$ cat src/design/prog_cfg.svh
// Constants for the test entry and programming pin decoder
`ifndef PROG_CFG_SVH
`define PROG_CFG_SVH
`define ADDR_W 16
`define DATA_W 8
`define SIG_COUNT 4
`define SIG_IDX_W 2
`define ENC_LAST_ADDR 16'h003f
`define SEL_BIT_P26 4
`define SEL_BIT_P27 3
`define SEL_BIT_P33 2
`define SEL_BIT_P36 1
`define SEL_BIT_P37 0
`define SEL_PROG_CODE 5'h0f
`define SEL_PROG_ENC 5'h0d
`define SEL_LOCK1 5'h1f
`define SEL_LOCK2 5'h1c
`define SEL_LOCK3 5'h16
`define SEL_VERIFY 5'h03
`define SEL_SIG 5'h00
`define SEL_MASK_READ 5'h17
`define SEL_MASK_ALL 5'h1f
`define SIG_BYTE0 8'h5a
`define SIG_BYTE1 8'ha5
`define SIG_BYTE2 8'h3c
`define SIG_BYTE3 8'hc3
`define PU_EMU_MASK 4'he
`define LOCK_W 3
`endif

$ cat src/design/prog_pkg.sv
// Types for the test entry and programming pin decoder
package prog_pkg;
  typedef enum logic [2:0] {
    OP_IDLE, OP_PROG_CODE, OP_VERIFY, OP_PROG_ENC, OP_SIG_READ, OP_LOCK1, OP_LOCK2, OP_LOCK3
  } op_t;

  // Port pins as sampled from the package
  typedef struct packed {
    logic [7:0] p0;
    logic [7:0] p1;
    logic [7:0] p2;
    logic [7:0] p3;
  } port_pins_t;

  // Request presented to the memory array
  typedef struct packed {
    logic [15:0] addr;
    logic [7:0] wdata;
    logic wr;
    logic enc_wr;
    logic [2:0] lock_wr;
  } mem_req_t;
endpackage

$ cat src/design/sync2.sv
// Two flip-flop synchroniser for a bundle of pin levels
`timescale 1ns/10ps
module sync2 #(
  parameter int W = 1
) (
  input wire logic i_mclk, // Clock
  input wire logic i_rst, // Synchronous reset
  input wire logic i_ce, // Clock enable
  input wire logic [W-1:0] i_d, // Asynchronous level
  output logic [W-1:0] o_q // Synchronised level
);
  logic [W-1:0] meta_q;
  logic [W-1:0] meta_d;
  logic [W-1:0] sync_q;
  logic [W-1:0] sync_d;

  // First stage is read only by the second
  always_comb begin
    meta_d = meta_q;
    sync_d = sync_q;
    if (i_ce) begin
      meta_d = i_d;
      sync_d = meta_q;
    end
  end

  always_ff @(posedge i_mclk) begin
    if (i_rst) begin
      meta_q <= '0;
      sync_q <= '0;
    end else begin
      meta_q <= meta_d;
      sync_q <= sync_d;
    end
  end

  assign o_q = sync_q;
endmodule

$ cat src/design/prog_mode_ctrl.sv
// Emulation entry and programming set-up mode decoder
`timescale 1ns/10ps
`include "prog_cfg.svh"
// How it works
// Emulator pulls latch strobe low during reset
// Strobe held low through release enters emulation
// Emulation floats port 0, pulls others weakly
// Plain reset without sequence leaves emulation
// Address from port 1, 2 and 3 pins
// Data bits exchanged on port 0 in order
// Programmer pulses strobe, applies high voltage
// Code and encryption program pin codes
// Lock bit pin codes with P2.6 high
// Verify and signature read pin codes
// Four fixed identification bytes held
// Set high security only after verification; lock writes are accepted whether or not a verify came first
module prog_mode_ctrl #(
  parameter int ADDR_BITS = `ADDR_W
) (
  input wire logic i_mclk, // Clock
  input wire logic i_rst, // Synchronous reset, active high
  input wire logic i_ce, // Clock enable
  input wire logic i_rst_pin, // Reset pin level
  input wire logic i_program_store_strobe, // Program store strobe pin in
  input wire logic i_latch_or_write_pulse_pin, // Latch strobe / write pulse pin in
  input wire logic i_external_access_or_high_voltage_pin, // High voltage present flag
  input wire prog_pkg::port_pins_t i_ports, // Port pin inputs
  input wire logic [`DATA_W-1:0] i_mem_rdata, // Code byte from the array
  output prog_pkg::port_pins_t o_ports, // Port pin outputs
  output prog_pkg::port_pins_t o_ports_oe, // Port pin strong drive enables
  output logic [3:0] o_port_weak_pu, // Weak pull-up per port 0..3
  output logic o_strobes_weak_pu, // Weak pull-up on both strobes
  output logic o_osc_run, // Oscillator enable
  output logic o_emulation, // Emulation mode active
  output prog_pkg::op_t o_op, // Decoded set-up mode
  output prog_pkg::mem_req_t o_mem_req, // Array request
  output logic [`LOCK_W-1:0] o_lock_bits // Lock bits programmed so far
);
  // Four ports plus four single pins share one synchroniser so they stay aligned
  localparam int NSYNC = 4 * `DATA_W + 4;
  logic [NSYNC-1:0] raw;
  logic [NSYNC-1:0] syn;
  prog_pkg::port_pins_t pins;
  logic rst_s, ps_s, ale_s, vpp_s;

  assign raw = {i_rst_pin, i_program_store_strobe, i_latch_or_write_pulse_pin,
                i_external_access_or_high_voltage_pin, i_ports};

  sync2 #(.W(NSYNC)) u_sync (
    .i_mclk(i_mclk),
    .i_rst(i_rst),
    .i_ce(i_ce),
    .i_d(raw),
    .o_q(syn)
  );

  // Unpack in the order packed above
  assign {rst_s, ps_s, ale_s, vpp_s, pins} = syn;

  // Emulation entry state; reset pin is seen after synchronising
  logic rst_s_q, rst_s_d;
  logic armed_q, armed_d;
  logic emu_q, emu_d;
  logic ale_q, ale_d;

  always_comb begin
    rst_s_d = rst_s_q;
    armed_d = armed_q;
    emu_d = emu_q;
    ale_d = ale_q;
    if (i_ce) begin
      rst_s_d = rst_s;
      ale_d = ale_s;
      if (rst_s) begin
        // Re-armed every reset cycle; the last value before release decides
        armed_d = !ale_s && ps_s;
        if (!rst_s_q) begin
          emu_d = 1'b0;
        end
      end else if (rst_s_q) begin
        // Release edge: strobe must still be low to enter
        emu_d = armed_q && !ale_s;
        armed_d = 1'b0;
      end
    end
  end

  always_ff @(posedge i_mclk) begin
    if (i_rst) begin
      rst_s_q <= 1'b0;
      armed_q <= 1'b0;
      emu_q <= 1'b0;
      // Matches the synchroniser's reset level so no false strobe edge follows reset
      ale_q <= 1'b0;
    end else begin
      rst_s_q <= rst_s_d;
      armed_q <= armed_d;
      emu_q <= emu_d;
      ale_q <= ale_d;
    end
  end

  // Set-up mode decode from static control pins
  logic [4:0] sel;
  logic in_setup;
  prog_pkg::op_t op;

  assign sel = {pins.p2[6], pins.p2[7], pins.p3[3], pins.p3[6], pins.p3[7]};
  // Held off while emulating so the emulator alone owns the pins
  assign in_setup = rst_s && !ps_s && !emu_q;

  always_comb begin
    op = prog_pkg::OP_IDLE;
    if (in_setup) begin
      if (sel == `SEL_PROG_CODE) begin
        op = prog_pkg::OP_PROG_CODE;
      end else if (sel == `SEL_PROG_ENC) begin
        op = prog_pkg::OP_PROG_ENC;
      end else if (sel == `SEL_LOCK1) begin
        op = prog_pkg::OP_LOCK1;
      end else if (sel == `SEL_LOCK2) begin
        op = prog_pkg::OP_LOCK2;
      end else if (sel == `SEL_LOCK3) begin
        op = prog_pkg::OP_LOCK3;
      end else if ((sel & `SEL_MASK_READ) == `SEL_VERIFY) begin
        op = prog_pkg::OP_VERIFY;
      end else if ((sel & `SEL_MASK_READ) == `SEL_SIG) begin
        op = prog_pkg::OP_SIG_READ;
      end
    end
  end

  // Address bits above the variant size read as zero
  logic [`ADDR_W-1:0] addr_full, addr;
  assign addr_full = {pins.p3[5], pins.p3[4], pins.p2[5:0], pins.p1};
  // Mask is formed one bit wider so a full-width shift does not wrap
  assign addr = addr_full & `ADDR_W'((17'h1 << ADDR_BITS) - 17'h1);

  // Write pulse: falling edge of strobe with high voltage applied
  logic wr_edge, is_prog;
  assign wr_edge = ale_q && !ale_s;
  assign is_prog = vpp_s && (op == prog_pkg::OP_PROG_CODE || op == prog_pkg::OP_PROG_ENC ||
                   op == prog_pkg::OP_LOCK1 || op == prog_pkg::OP_LOCK2 || op == prog_pkg::OP_LOCK3);

  // Signature table is fixed; values here are arbitrary
  logic [`DATA_W-1:0] sig_rom [`SIG_COUNT];
  assign sig_rom[0] = `SIG_BYTE0;
  assign sig_rom[1] = `SIG_BYTE1;
  assign sig_rom[2] = `SIG_BYTE2;
  assign sig_rom[3] = `SIG_BYTE3;

  // Registered outputs
  prog_pkg::mem_req_t req_q, req_d;
  logic [`DATA_W-1:0] rdata_q, rdata_d;
  logic rd_oe_q, rd_oe_d;
  logic [`LOCK_W-1:0] lock_q, lock_d;
  prog_pkg::op_t op_q, op_d;

  always_comb begin
    req_d = req_q;
    rdata_d = rdata_q;
    rd_oe_d = rd_oe_q;
    lock_d = lock_q;
    op_d = op_q;
    if (i_ce) begin
      op_d = op;
      req_d.addr = addr;
      req_d.wdata = pins.p0;
      req_d.wr = wr_edge && is_prog && op == prog_pkg::OP_PROG_CODE;
      req_d.enc_wr = wr_edge && is_prog && op == prog_pkg::OP_PROG_ENC && addr <= `ENC_LAST_ADDR;
      req_d.lock_wr = '0;
      // Lock bits only ever set; order is the programmer's concern
      if (wr_edge && is_prog) begin
        if (op == prog_pkg::OP_LOCK1) req_d.lock_wr[0] = 1'b1;
        if (op == prog_pkg::OP_LOCK2) req_d.lock_wr[1] = 1'b1;
        if (op == prog_pkg::OP_LOCK3) req_d.lock_wr[2] = 1'b1;
      end
      lock_d = lock_q | req_d.lock_wr;
      // Read data is driven only while the strobe pin is high
      rd_oe_d = (op == prog_pkg::OP_VERIFY || op == prog_pkg::OP_SIG_READ) && ale_s;
      rdata_d = (op == prog_pkg::OP_SIG_READ) ? sig_rom[addr[`SIG_IDX_W-1:0]] : i_mem_rdata;
    end
  end

  always_ff @(posedge i_mclk) begin
    if (i_rst) begin
      req_q <= '0;
      rdata_q <= '0;
      rd_oe_q <= 1'b0;
      lock_q <= '0;
      op_q <= prog_pkg::OP_IDLE;
    end else begin
      req_q <= req_d;
      rdata_q <= rdata_d;
      rd_oe_q <= rd_oe_d;
      lock_q <= lock_d;
      op_q <= op_d;
    end
  end

  // Pin drive: in emulation nothing is driven strongly
  always_comb begin
    o_ports = '0;
    o_ports_oe = '0;
    o_ports.p0 = rdata_q;
    o_ports_oe.p0 = {`DATA_W{rd_oe_q && !emu_q}};
  end

  // Ports 1 to 3 keep a weak pull-up in emulation; port 0 floats
  always_comb begin
    o_port_weak_pu = '0;
    if (emu_q) begin
      o_port_weak_pu = `PU_EMU_MASK;
    end
  end

  // Strobes share the pull-up; the oscillator never stops
  assign o_strobes_weak_pu = emu_q;
  assign o_osc_run = 1'b1;
  // Status outputs come straight from their registers
  assign o_emulation = emu_q;
  assign o_op = op_q;
  assign o_mem_req = req_q;
  assign o_lock_bits = lock_q;
endmodule

$ cat config.mk
export PLATFORM = sky130hd
export DESIGN_NAME = prog_mode_ctrl
export DESIGN_NICKNAME = d
export VERILOG_FILES = /design/src/design/prog_pkg.sv /design/src/design/sync2.sv /design/src/design/prog_mode_ctrl.sv
export VERILOG_INCLUDE_DIRS = /design/src /design/src/design
export SDC_FILE = /design/constraint.sdc
export NUM_CORES = 1
export LEC_CHECK = 0
export ABC_AREA = 1
export BUFFER_PORTS_ARGS = -buffer_cell sky130_fd_sc_hd__buf_2
export CORE_UTILIZATION = 39
export CTS_BUF_LIST = sky130_fd_sc_hd__clkbuf_4 sky130_fd_sc_hd__clkbuf_8
export CTS_CLUSTER_SIZE = 12
export DETAILED_ROUTE_END_ITERATION = 8
export GPL_ROUTABILITY_DRIVEN = 0
export PLACE_DENSITY_LB_ADDON = 0.2
export SYNTH_ARGS = -nofsm -noshare
export SYNTH_HDL_FRONTEND = slang
export SYNTH_HIERARCHICAL = 1
export SYNTH_SLANG_ARGS = --single-unit
$ cat constraint.sdc
create_clock -name i_mclk -period 1.5 [get_ports i_mclk]
set_input_delay 0.225 -clock i_mclk [delete_from_list [all_inputs] [get_ports i_mclk]]
set_output_delay 0.225 -clock i_mclk [all_outputs]
set_load 0.02 [all_outputs]
==> impl_metrics.yaml, run 1 <==
routing:
  first_iter_violations: 254
  drc: 0
  drtAntennaViolNets: 0
  dr.pass1.iters: 4
  vias: 4326
  avgRoutedWirePerCell_um: 10.36
  drt_wl_total_um: 10820
  vias_per_cell: 4.144
final_layout:
  fill_cells: 1440
  drive_gt1_share_pct: 19.59
  synthToLayoutAreaGrowth_pct: 16.29
  diodes: 0
  layout.nets: 905
  final_area_mm2: 0.006111
clock_tree:
  cts_sinks: 114
  cts_buffers: 17
  cts_buffer_depth: 2
  clk_latency_ns: 0.42
  tritoncts: "yes"
  clk_pin_slew_ns: 0.07
  h-tree-depth: 4
  cts-root-buf: "clkbuf_8"
  cts_hold_buf: 0
synthesis:
  postSynthAreaPerCell_um2: 6.798
  synthCells: 773
  synth_area_mm2: 0.005255
  yosys_warnings: 6
global_route:
  grt_pass1_vias: 3844
  grt_use_total_pct: 16.20
  use_met2_pct: 22.83
  busiest_layer: "met1"
  grt_max_degree: 77
  grtUsageMet1_pct: 23.13
  met3_usage_pct: 4.700
  grt-ovfl-total: 0
  grt_pass1_wl_um: 18290
  antenna_found_initial: 0
pwr:
  p_seq_share_pct: 46.0
  pwr-share-clk_pct: 41.0
  switching_share_pct: 27.00
  switchingPower_w: 0.001948
  irDropWorstVdd_v: 0.0004373
  leakage_nw: 3.249
  p_comb_share_pct: 13.0
  power_density_mw_per_mm2: 1181
  p_int_w: 0.005267
critical_path:
  crit_arrival_ns: 1.21
  cpMaxStageDelayCell: "dfxtp_2"
  startpoint_type: "flip-flop"
  max_stage_delay_ns: 0.39
  path_cells: "nor2_4 > buf_4"
  crit_required_ns: 1.27
  cp_max_fo: 8
  critPathKind: "flip-flop to output port"
  end_kind: "output port"
  regToRegSetupSlack_ns: 0.10
sta:
  layout_worst_path_cycle_share_pct: 95.60
  whs_ns: 0.08416
  setup_ws_ns: 0.06600
  rsz0062_at_grt: "yes"
  finalSetupTns_ns: 0
  clock_skew_ns: 0.01117
  timing.fmax_ghz: 0.6974
  finalSetupViolations: 0
  finalCriticalPeriod_ns: 1.434
  slew_violations: 0
  final_hold_viol_count: 0
floorplan:
  die-area_mm2: 0.01394
  die_w_um: 118.1
  rows: 42
  core_mm2: 0.01319
  die_h_um: 118.1
  initial_core_util_pct: 39.84
  io_pins: 153
placement:
  io_buffers: 99
  pre_cts_slack_ns: 0.01190
  dpl.hpwl_um: 7163
  postPlaceCellArea_mm2: 0.005612
job:
  maxCapViolations: 0
run_status:
  status: "complete, no violations"
min_path:
  worstHoldPathType: "input pin to flip-flop"
routing by layer:
metal	up-vias	part of all wire, %
met1	1844	53
met4	0	0.53
met3	4	4.4
li1	2360	-
met2	118	42
met5	-	0
layout by cell type (no fill, tap or decap), types with 3 or more instances in the layout:
master,instances
dfxtp_4,3
clkinv_2,6
dfxtp_2,3
nor2_1,197
dfxtp_1,108
inv_1,91
nor2_2,5
buf_4,17
conb_1,50
bufinv_16,3
buf_12,3
inv_2,4
a21oi_1,18
buf_2,90
nand3_1,22
o21ai_0,25
clkbuf_8,19
nand2_1,173
ha_1,3
nand4_1,5
through the flow:
step,util [%],total power (W),cells
after global routing,46.33,0.007603,1044
after CTS,45.92,0.007281,1043
after detailed placement,42.54,0.004316,1012
final,46.33,0.007215,1044
after global placement,42.54,0.004310,1012
after floorplan,-,0.004175,821
power by group through the flow:
stage / clock network [W] / logic, W / registers (W)
after floorplan: 0 / 0.000737 / 0.00344
after detailed placement: 0 / 0.000934 / 0.00338
after CTS: 0.00303 / 0.000935 / 0.00332
after global placement: 0 / 0.000934 / 0.00338
final: 0.00296 / 0.000937 / 0.00332
after global routing: 0.00319 / 0.00107 / 0.00334
critical path, delay by kind of cell, from the launching register on:
kind | cells | cell delay [ns]
buf+inv | 1 | 0.18
simple gates | 1 | 0.22
flops | 1 | 0.39
flip-flops by register name, indices dropped and copies added, names as in the netlist:
signal / flops
o_op: 3
o_lock_bits: 3
rd_oe_q: 1
rdata_q: 8
rst_s_q: 1
u_sync/meta_q: 33
u_sync/o_q: 33
armed_q: 1
ale_q: 1
o_emulation: 1
o_mem_req: 29
area by class of cell:
cell class / count / area, um^2 / share of cell area [%]
multi-input cells: 514 / 2158 / 35.32
clock buffers: 21 / 276.5 / 4.525
inverters: 96 / 362.8 / 5.938
flip-flops and latches: 114 / 2297 / 37.59
repair buffers: 112 / 660.6 / 10.81
clock inverters: 11 / 135.1 / 2.211
well taps: 176 / 220.2 / 3.604
path summary, 6_finish.rpt:
check,startpoint,end,cells after the start
worst max-delay path,o_emulation$_SDFFE_PP0P_,o_ports_oe[29],2
worst max register to register,u_sync/o_q[7]$_SDFFE_PP0P_,rdata_q[4]$_SDFFE_PP0P_,10
worst min register to register,o_lock_bits[2]$_SDFFE_PP0P_,o_lock_bits[2]$_SDFFE_PP0P_,2
worst min-delay path,i_ports[28],u_sync/meta_q[28]$_SDFFE_PP0P_,5
what timing repair did:
item                       CTS  global route
buffers inserted             0             1
gates resized for setup     14            19
setup endpoints to repair    9            23
pin swaps                    1             7
(Power assumes the default switching activity.)
==> run 2: changes to the inputs <==
SYNTH_HIERARCHICAL = unset   (was 1)
==> run 2 against run 1 <==
Worst hold slack worse by 0.059 ns. Fmax down 3.5%. Global-route usage up 0.53 points. Core utilization up 3.5 points. Critical path depth up 1. Power down 0.66%. First-iteration DRC count down 15%. Design area down 2.0%. Area after synthesis down 8.6%. Critical path type unchanged. Largest power group unchanged. Highest routed layer unchanged.
==> impl_metrics.yaml, run 2 <==
routing:
  vias: 4132
  wl_met2_um: 4680
  dr_wl_met3_um: 664
  first_iter_violations: 215
  drt_wl_total_um: 10260
  dr.pass1.iters: 4
  drtAntennaViolNets: 0
  avgRoutedWirePerCell_um: 11.53
  vias_per_cell: 4.643
  wl_met1_um: 4759
  top_layer: "met4"
  drc: 0
pwr:
  leakage_nw: 2.793
  switchingPower_w: 0.001884
  p_comb_share_pct: 12.6
  p_int_w: 0.005282
  irDropWorstVdd_v: 0.0008605
  switching_share_pct: 26.29
  p_seq_share_pct: 46.3
  power_density_mw_per_mm2: 1197
  p_total_w: 0.007167
  pwr-share-clk_pct: 41.1
final_layout:
  instances_no_fill: 890
  layout_commonest_cell: "nor2_1"
  fill_cells: 1205
  drive_gt1_share_pct: 27.46
  diodes: 0
  final_cell_mix: "nor2_1 (156), dfxtp_1 (107), o21ai_0 (95)"
  multiInputGateArea_mm2: 0.002053
  layout.nets: 780
  seq_area_mm2: 0.002293
  synthToLayoutAreaGrowth_pct: 24.62
sta:
  finalCriticalPeriod_ns: 1.487
  rsz0062_at_grt: "yes"
  setup_ws_ns: 0.01333
  layout_worst_path_cycle_share_pct: 99.11
  finalSetupViolations: 0
  slew_violations: 0
  finalSetupTns_ns: 0
  final_hold_viol_count: 0
  clock_skew_ns: 0.008465
  whs_ns: 0.02467
  timing.fmax_ghz: 0.6726
critical_path:
  critPathKind: "flip-flop to output port"
  worstSetupStartpoint: "o_emulation$_SDFFE_PP0P_"
  cpMaxStageDelayCell: "dfxtp_2"
  startpoint_type: "flip-flop"
  crit_required_ns: 1.27
  cp_common_cell: "buf_6"
  crit_arrival_ns: 1.26
  cp_max_fo: 8
  cp.depth: 3
  critPathTopFamily: "flip-flops"
  regToRegSetupSlack_ns: 0.03
  critPathCapture: "o_ports_oe[29]"
  max_stage_delay_ns: 0.32
  r2r_cells: 8
  path_cells: "buf_6 > nor2_4 > buf_6"
  r2r_start: "o_emulation$_SDFFE_PP0P_"
  end_kind: "output port"
  r2r_end: "o_mem_req[1]$_SDFFE_PP0P_"
  cp_num_buf_inv: 2
synthesis:
  synth.top_cell.area_share_pct: 47.51
  yosysSeqAreaShare_pct: 47.51
  synth_cell_types: 34
  yosys_warnings: 0
  synth.most_common_cell: "nor2_1"
  synthCells: 621
  synth_area_leaders: "dfxtp_1 (48%), nor2_1 (13%), o21ai_0 (9.9%)"
  synth_seq_cells: 114
  synth-async-reset-ratio_pct: 0
  synth_common_cells: "nor2_1 (162), dfxtp_1 (114), o21ai_0 (95)"
  postSynthAreaPerCell_um2: 7.735
  synth_top_cell_by_area: "dfxtp_1"
  synth_area_mm2: 0.004803
  synth_edf_count: 0
  ys.flop_type: "dfxtp_1"
global_route:
  grt-ovfl-total: 0
  grt_use_total_pct: 16.73
  grt_pass1_wl_um: 16890
  antenna_found_initial: 0
  grt_max_degree: 91
  grt_pass1_vias: 3732
floorplan:
  die_h_um: 113.0
  die-area_mm2: 0.01276
  initial_core_util_pct: 39.99
  core_mm2: 0.01201
  die_w_um: 113.0
  io_pins: 153
  rows: 40
placement:
  pre_cts_slack_ns: 0.02750
  dp_cells: 832
  dpl.hpwl_um: 6606
  io_buffers: 99
clock_tree:
  cts_buffer_depth: 2
  tritoncts: "yes"
  clk_pin_slew_ns: 0.06
  clk_latency_ns: 0.43
  cts-root-buf: "clkbuf_8"
  cts_buffers: 17
  h-tree-depth: 4
  cts_sinks: 114
min_path:
  min_path_cells: 3
  worstHoldPathType: "input pin to flip-flop"
job:
  maxCapViolations: 0
run_status:
  status: "complete, no violations"
## run 2: power by group through the flow
stage	Clock [W]	Sequential, W	Combinational (W)
floorplan	0	0.00343	0.000634
global placement	0	0.00337	0.000817
detailed placement	0	0.00338	0.000825
CTS	0.00304	0.00331	0.000884
global route	0.00317	0.00334	0.00101
finish	0.00295	0.00331	0.000903
## run 2: how the worst min path moves through the flow
| stage | slack [ns] | end | start |
|---|---|---|---|
| 5_1_grt | 0.01 | u_sync.meta_q[35]$_SDFFE_PP0P_ | i_rst_pin |
| 2_1_floorplan | 0.36 | u_sync.meta_q[10]$_SDFFE_PP0P_ | i_ports[10] |
| 3_5_place_dp | 0.44 | o_lock_bits[2]$_SDFFE_PP0P_ | o_lock_bits[2]$_SDFFE_PP0P_ |
| 6_report | 0.02 | u_sync.meta_q[13]$_SDFFE_PP0P_ | i_ports[13] |
| 3_3_place_gp | 0.43 | o_lock_bits[2]$_SDFFE_PP0P_ | o_lock_bits[2]$_SDFFE_PP0P_ |
| 4_1_cts | 0.0002 | u_sync.meta_q[28]$_SDFFE_PP0P_ | i_ports[28] |
## run 2: timing repair
| item | 4_1_cts | 5_1_grt |
|---|---|---|
| gates resized for setup | 21 | 25 |
| hold endpoints to repair | 20 | 0 |
| gates cloned | 0 | 0 |
| buffers inserted | 2 | 4 |
| hold buffers | 20 | 0 |
| pin swaps | 2 | 10 |
| setup endpoints to repair | 8 | 25 |
## run 2: kinds of logic after synthesis
| family | after synthesis | share of synthesized area, % |
|---|---|---|
| AO/OA/AOI/OAI | 139 | 15.08 |
| buffers and inverters | 125 | 14.85 |
| AND/OR/NAND/NOR | 238 | 21.62 |
| adder cells (fa/ha/maj) | 3 | 0.7815 |
| other | 2 | 0.1563 |
| flip-flops | 114 | 47.51 |
## run 2: through the flow
stage | util [%] | cell area, um^2
2_1_floorplan | - | 4984
3_3_place_gp | 43.15 | 5182
3_5_place_dp | 43.15 | 5182
4_1_cts | 48.92 | 5876
5_1_grt | 49.83 | 5986
6_report | 49.83 | 5986
## run 2: cell type report
type	instances	share of cell area [%]
sequential	114	38.32
multi-input combinational	430	34.30
timing repair buffer	138	15.59
clock buffer	21	4.620
tap	147	3.073
clock inverter	11	2.258
inverter	29	1.839
## run 2: tightest hold or removal path: cells and delay by family
kind	cells	cell delay, ns
buffers and inverters	1	0.08
and+or+nand+nor	2	0.11
## run 2: layer usage
metal  vias to the layer above  track usage, %
li1                       2106               -
met1                      1889           19.74
met2                       121           26.83
met3                        16           7.177
met4                         0           6.754
met5                         -               0
==> run 3: changes to the inputs <==
PLACE_DENSITY = 0.74   (was unset)
PLACE_DENSITY_LB_ADDON = unset   (was 0.2)
==> run 3 against run 2 <==
Sequential share of layout area is 1.1 points lower. Clock power is 7.5% higher. Flip-flop and latch count stayed put. The run now ends with setup timing left. Combinational power is 3.8% higher. Worst hold slack worse by 0.0048 ns. Die area stayed put.
==> impl_metrics.yaml, run 3 (synthesis results as in run 2) <==
final_layout:
  diodes: 0
  final_cell_mix: "nor2_1 (152), dfxtp_1 (108), o21ai_0 (95)"
  layout_commonest_cell: "nor2_1"
  synthToLayoutAreaGrowth_pct: 28.73
  final_util_pct: 51.48
  layout.nets: 789
  drive_gt1_share_pct: 29.26
  instances_no_fill: 899
placement:
  dpl.hpwl_um: 6623
  dp_cells: 833
  io_buffers: 99
floorplan:
  die_w_um: 113.0
  io_pins: 153
  die_h_um: 113.0
  initial_core_util_pct: 39.99
  die-area_mm2: 0.01276
  rows: 40
  core_mm2: 0.01201
clock_tree:
  cts_sinks: 114
  cts_buffer_depth: 2
  cts-root-buf: "clkbuf_8"
  clk_pin_slew_ns: 0.07
  clk_latency_ns: 0.44
  h-tree-depth: 4
  tritoncts: "yes"
  cts_buffers: 17
pwr:
  leakage_nw: 2.890
  p_int_w: 0.005492
  switching_share_pct: 26.01
  switchingPower_w: 0.001931
  power_density_mw_per_mm2: 1200
  p_comb_share_pct: 12.6
  irDropWorstVdd_v: 0.0008099
  pwr-share-clk_pct: 42.7
  p_seq_share_pct: 44.7
critical_path:
  max_stage_delay_ns: 0.39
  cpMaxStageDelayCell: "dfxtp_4"
  cp_common_cell: "nand2_2"
  cp_num_buf_inv: 2
  end_kind: "flip-flop"
  cp_max_fo: 6
  critPathCapture: "rdata_q[1]$_SDFFE_PP0P_"
  critPathKind: "flip-flop to flip-flop"
  regToRegSetupSlack_ns: -0.02
  cp.depth: 10
  r2r_end: "rdata_q[1]$_SDFFE_PP0P_"
  critPathTopFamily: "simple AND/OR/NAND/NOR gates"
  startpoint_type: "flip-flop"
  r2r_start: "u_sync.o_q[14]$_SDFFE_PP0P_"
  crit_required_ns: 1.88
  crit_arrival_ns: 1.90
  path_cells: "inv_2 > nand2_1 > nor2_1 > nor2_2 > nand2_2 > nand4_4 > buf_6 > nand2_2 > nand3_2 > a21oi_2"
  worstSetupStartpoint: "u_sync.o_q[14]$_SDFFE_PP0P_"
  r2r_cells: 10
global_route:
  grt_pass1_vias: 3642
  grt-ovfl-total: 0
  grt_use_total_pct: 16.60
  grt_max_degree: 42
  grt_pass1_wl_um: 16750
  antenna_found_initial: 1
sta:
  finalCriticalPeriod_ns: 1.516
  slew_violations: 0
  layout_worst_path_cycle_share_pct: 101.0
  final_hold_viol_count: 0
  finalSetupViolations: 1
  rsz0062_at_grt: "yes"
  whs_ns: 0.01983
  setup_ws_ns: -0.01572
  finalSetupTns_ns: -0.01572
  clock_skew_ns: 0.01474
  timing.fmax_ghz: 0.6598
routing:
  drtAntennaViolNets: 0
  avgRoutedWirePerCell_um: 11.78
  vias: 4139
  dr.pass1.iters: 4
  vias_per_cell: 4.604
  first_iter_violations: 242
  drc: 0
  drt_wl_total_um: 10590
run_status:
  status: "complete, but fails checks"
  violations: "setup timing"
min_path:
  worstHoldPathType: "input pin to flip-flop"
job:
  maxCapViolations: 0
-- run 3: cell types whose count changed in the layout (fill, tap and decap cells not counted), moves of 5 or more --
cell     delta
buf_4      +10
buf_6       -5
dfxtp_2     -5
nand2_1     -5
nand3_1     -5
-- run 3: repair_timing --
item | in CTS | in global routing
resized for setup | 12 | 59
pin swaps | 1 | 16
cloned | 0 | 0
hold endpoints to repair | 23 | 1
setup endpoints to repair | 8 | 24
hold buffers | 23 | 1
buffers inserted | 1 | 9
-- run 3: stage by stage --
step           setup slack [ns]  total power [W]  instance area [um^2]
6_report               -0.01572         0.007423                  6183
5_1_grt                -0.09005         0.007744                  6183
4_1_cts               -0.007473         0.007425                  5913
3_5_place_dp            0.02059         0.004207                  5202
3_3_place_gp            0.03710         0.004194                  5202
2_1_floorplan           0.02921         0.004065                  4984
-- run 3: tightest hold or removal path, stage by stage --
cell	delay [ns]
buf_2	0.08
nor2_1	0.04
nor2_1	0.09
-- run 3: metal layers --
| layer | global-route usage, % | wire [um] |
|---|---|---|
| met1 | 20.13 | 4752 |
| met2 | 26.38 | 5008 |
| met3 | 6.481 | 655 |
| met4 | 6.842 | 162 |
| met5 | 0 | 13 |
-- run 3: area by class of cell --
cell class | count | area (um^2)
flip-flops and latches | 114 | 2302
multi-input cells | 430 | 2147
well taps | 147 | 183.9
repair buffers | 147 | 992.2
clock inverters | 10 | 156.4
fillers | 1120 | 5828
inverters | 29 | 117.6
clock buffers | 22 | 284.0
-- run 3: worst min path at each step --
stage	start	end	slack, ns	cells past startpoint
after global placement	o_lock_bits[2]$_SDFFE_PP0P_	o_lock_bits[2]$_SDFFE_PP0P_	0.44	2
after floorplan	i_ports[10]	u_sync.meta_q[10]$_SDFFE_PP0P_	0.36	2
after global routing	i_ports[16]	u_sync.meta_q[16]$_SDFFE_PP0P_	0.008	3
final	i_ports[19]	u_sync.meta_q[19]$_SDFFE_PP0P_	0.02	3
after CTS	i_ports[15]	u_sync.meta_q[15]$_SDFFE_PP0P_	0.001	3
after detailed placement	o_lock_bits[2]$_SDFFE_PP0P_	o_lock_bits[2]$_SDFFE_PP0P_	0.44	2
-- run 3: power groups by stage --
stage	registers, W	logic (W)	clock network, W
after floorplan	0.00343	0.000634	0
after global placement	0.00337	0.000824	0
after detailed placement	0.00337	0.000834	0
after CTS	0.00331	0.000892	0.00323
after global routing	0.00334	0.00104	0.00336
final	0.00332	0.000937	0.00317
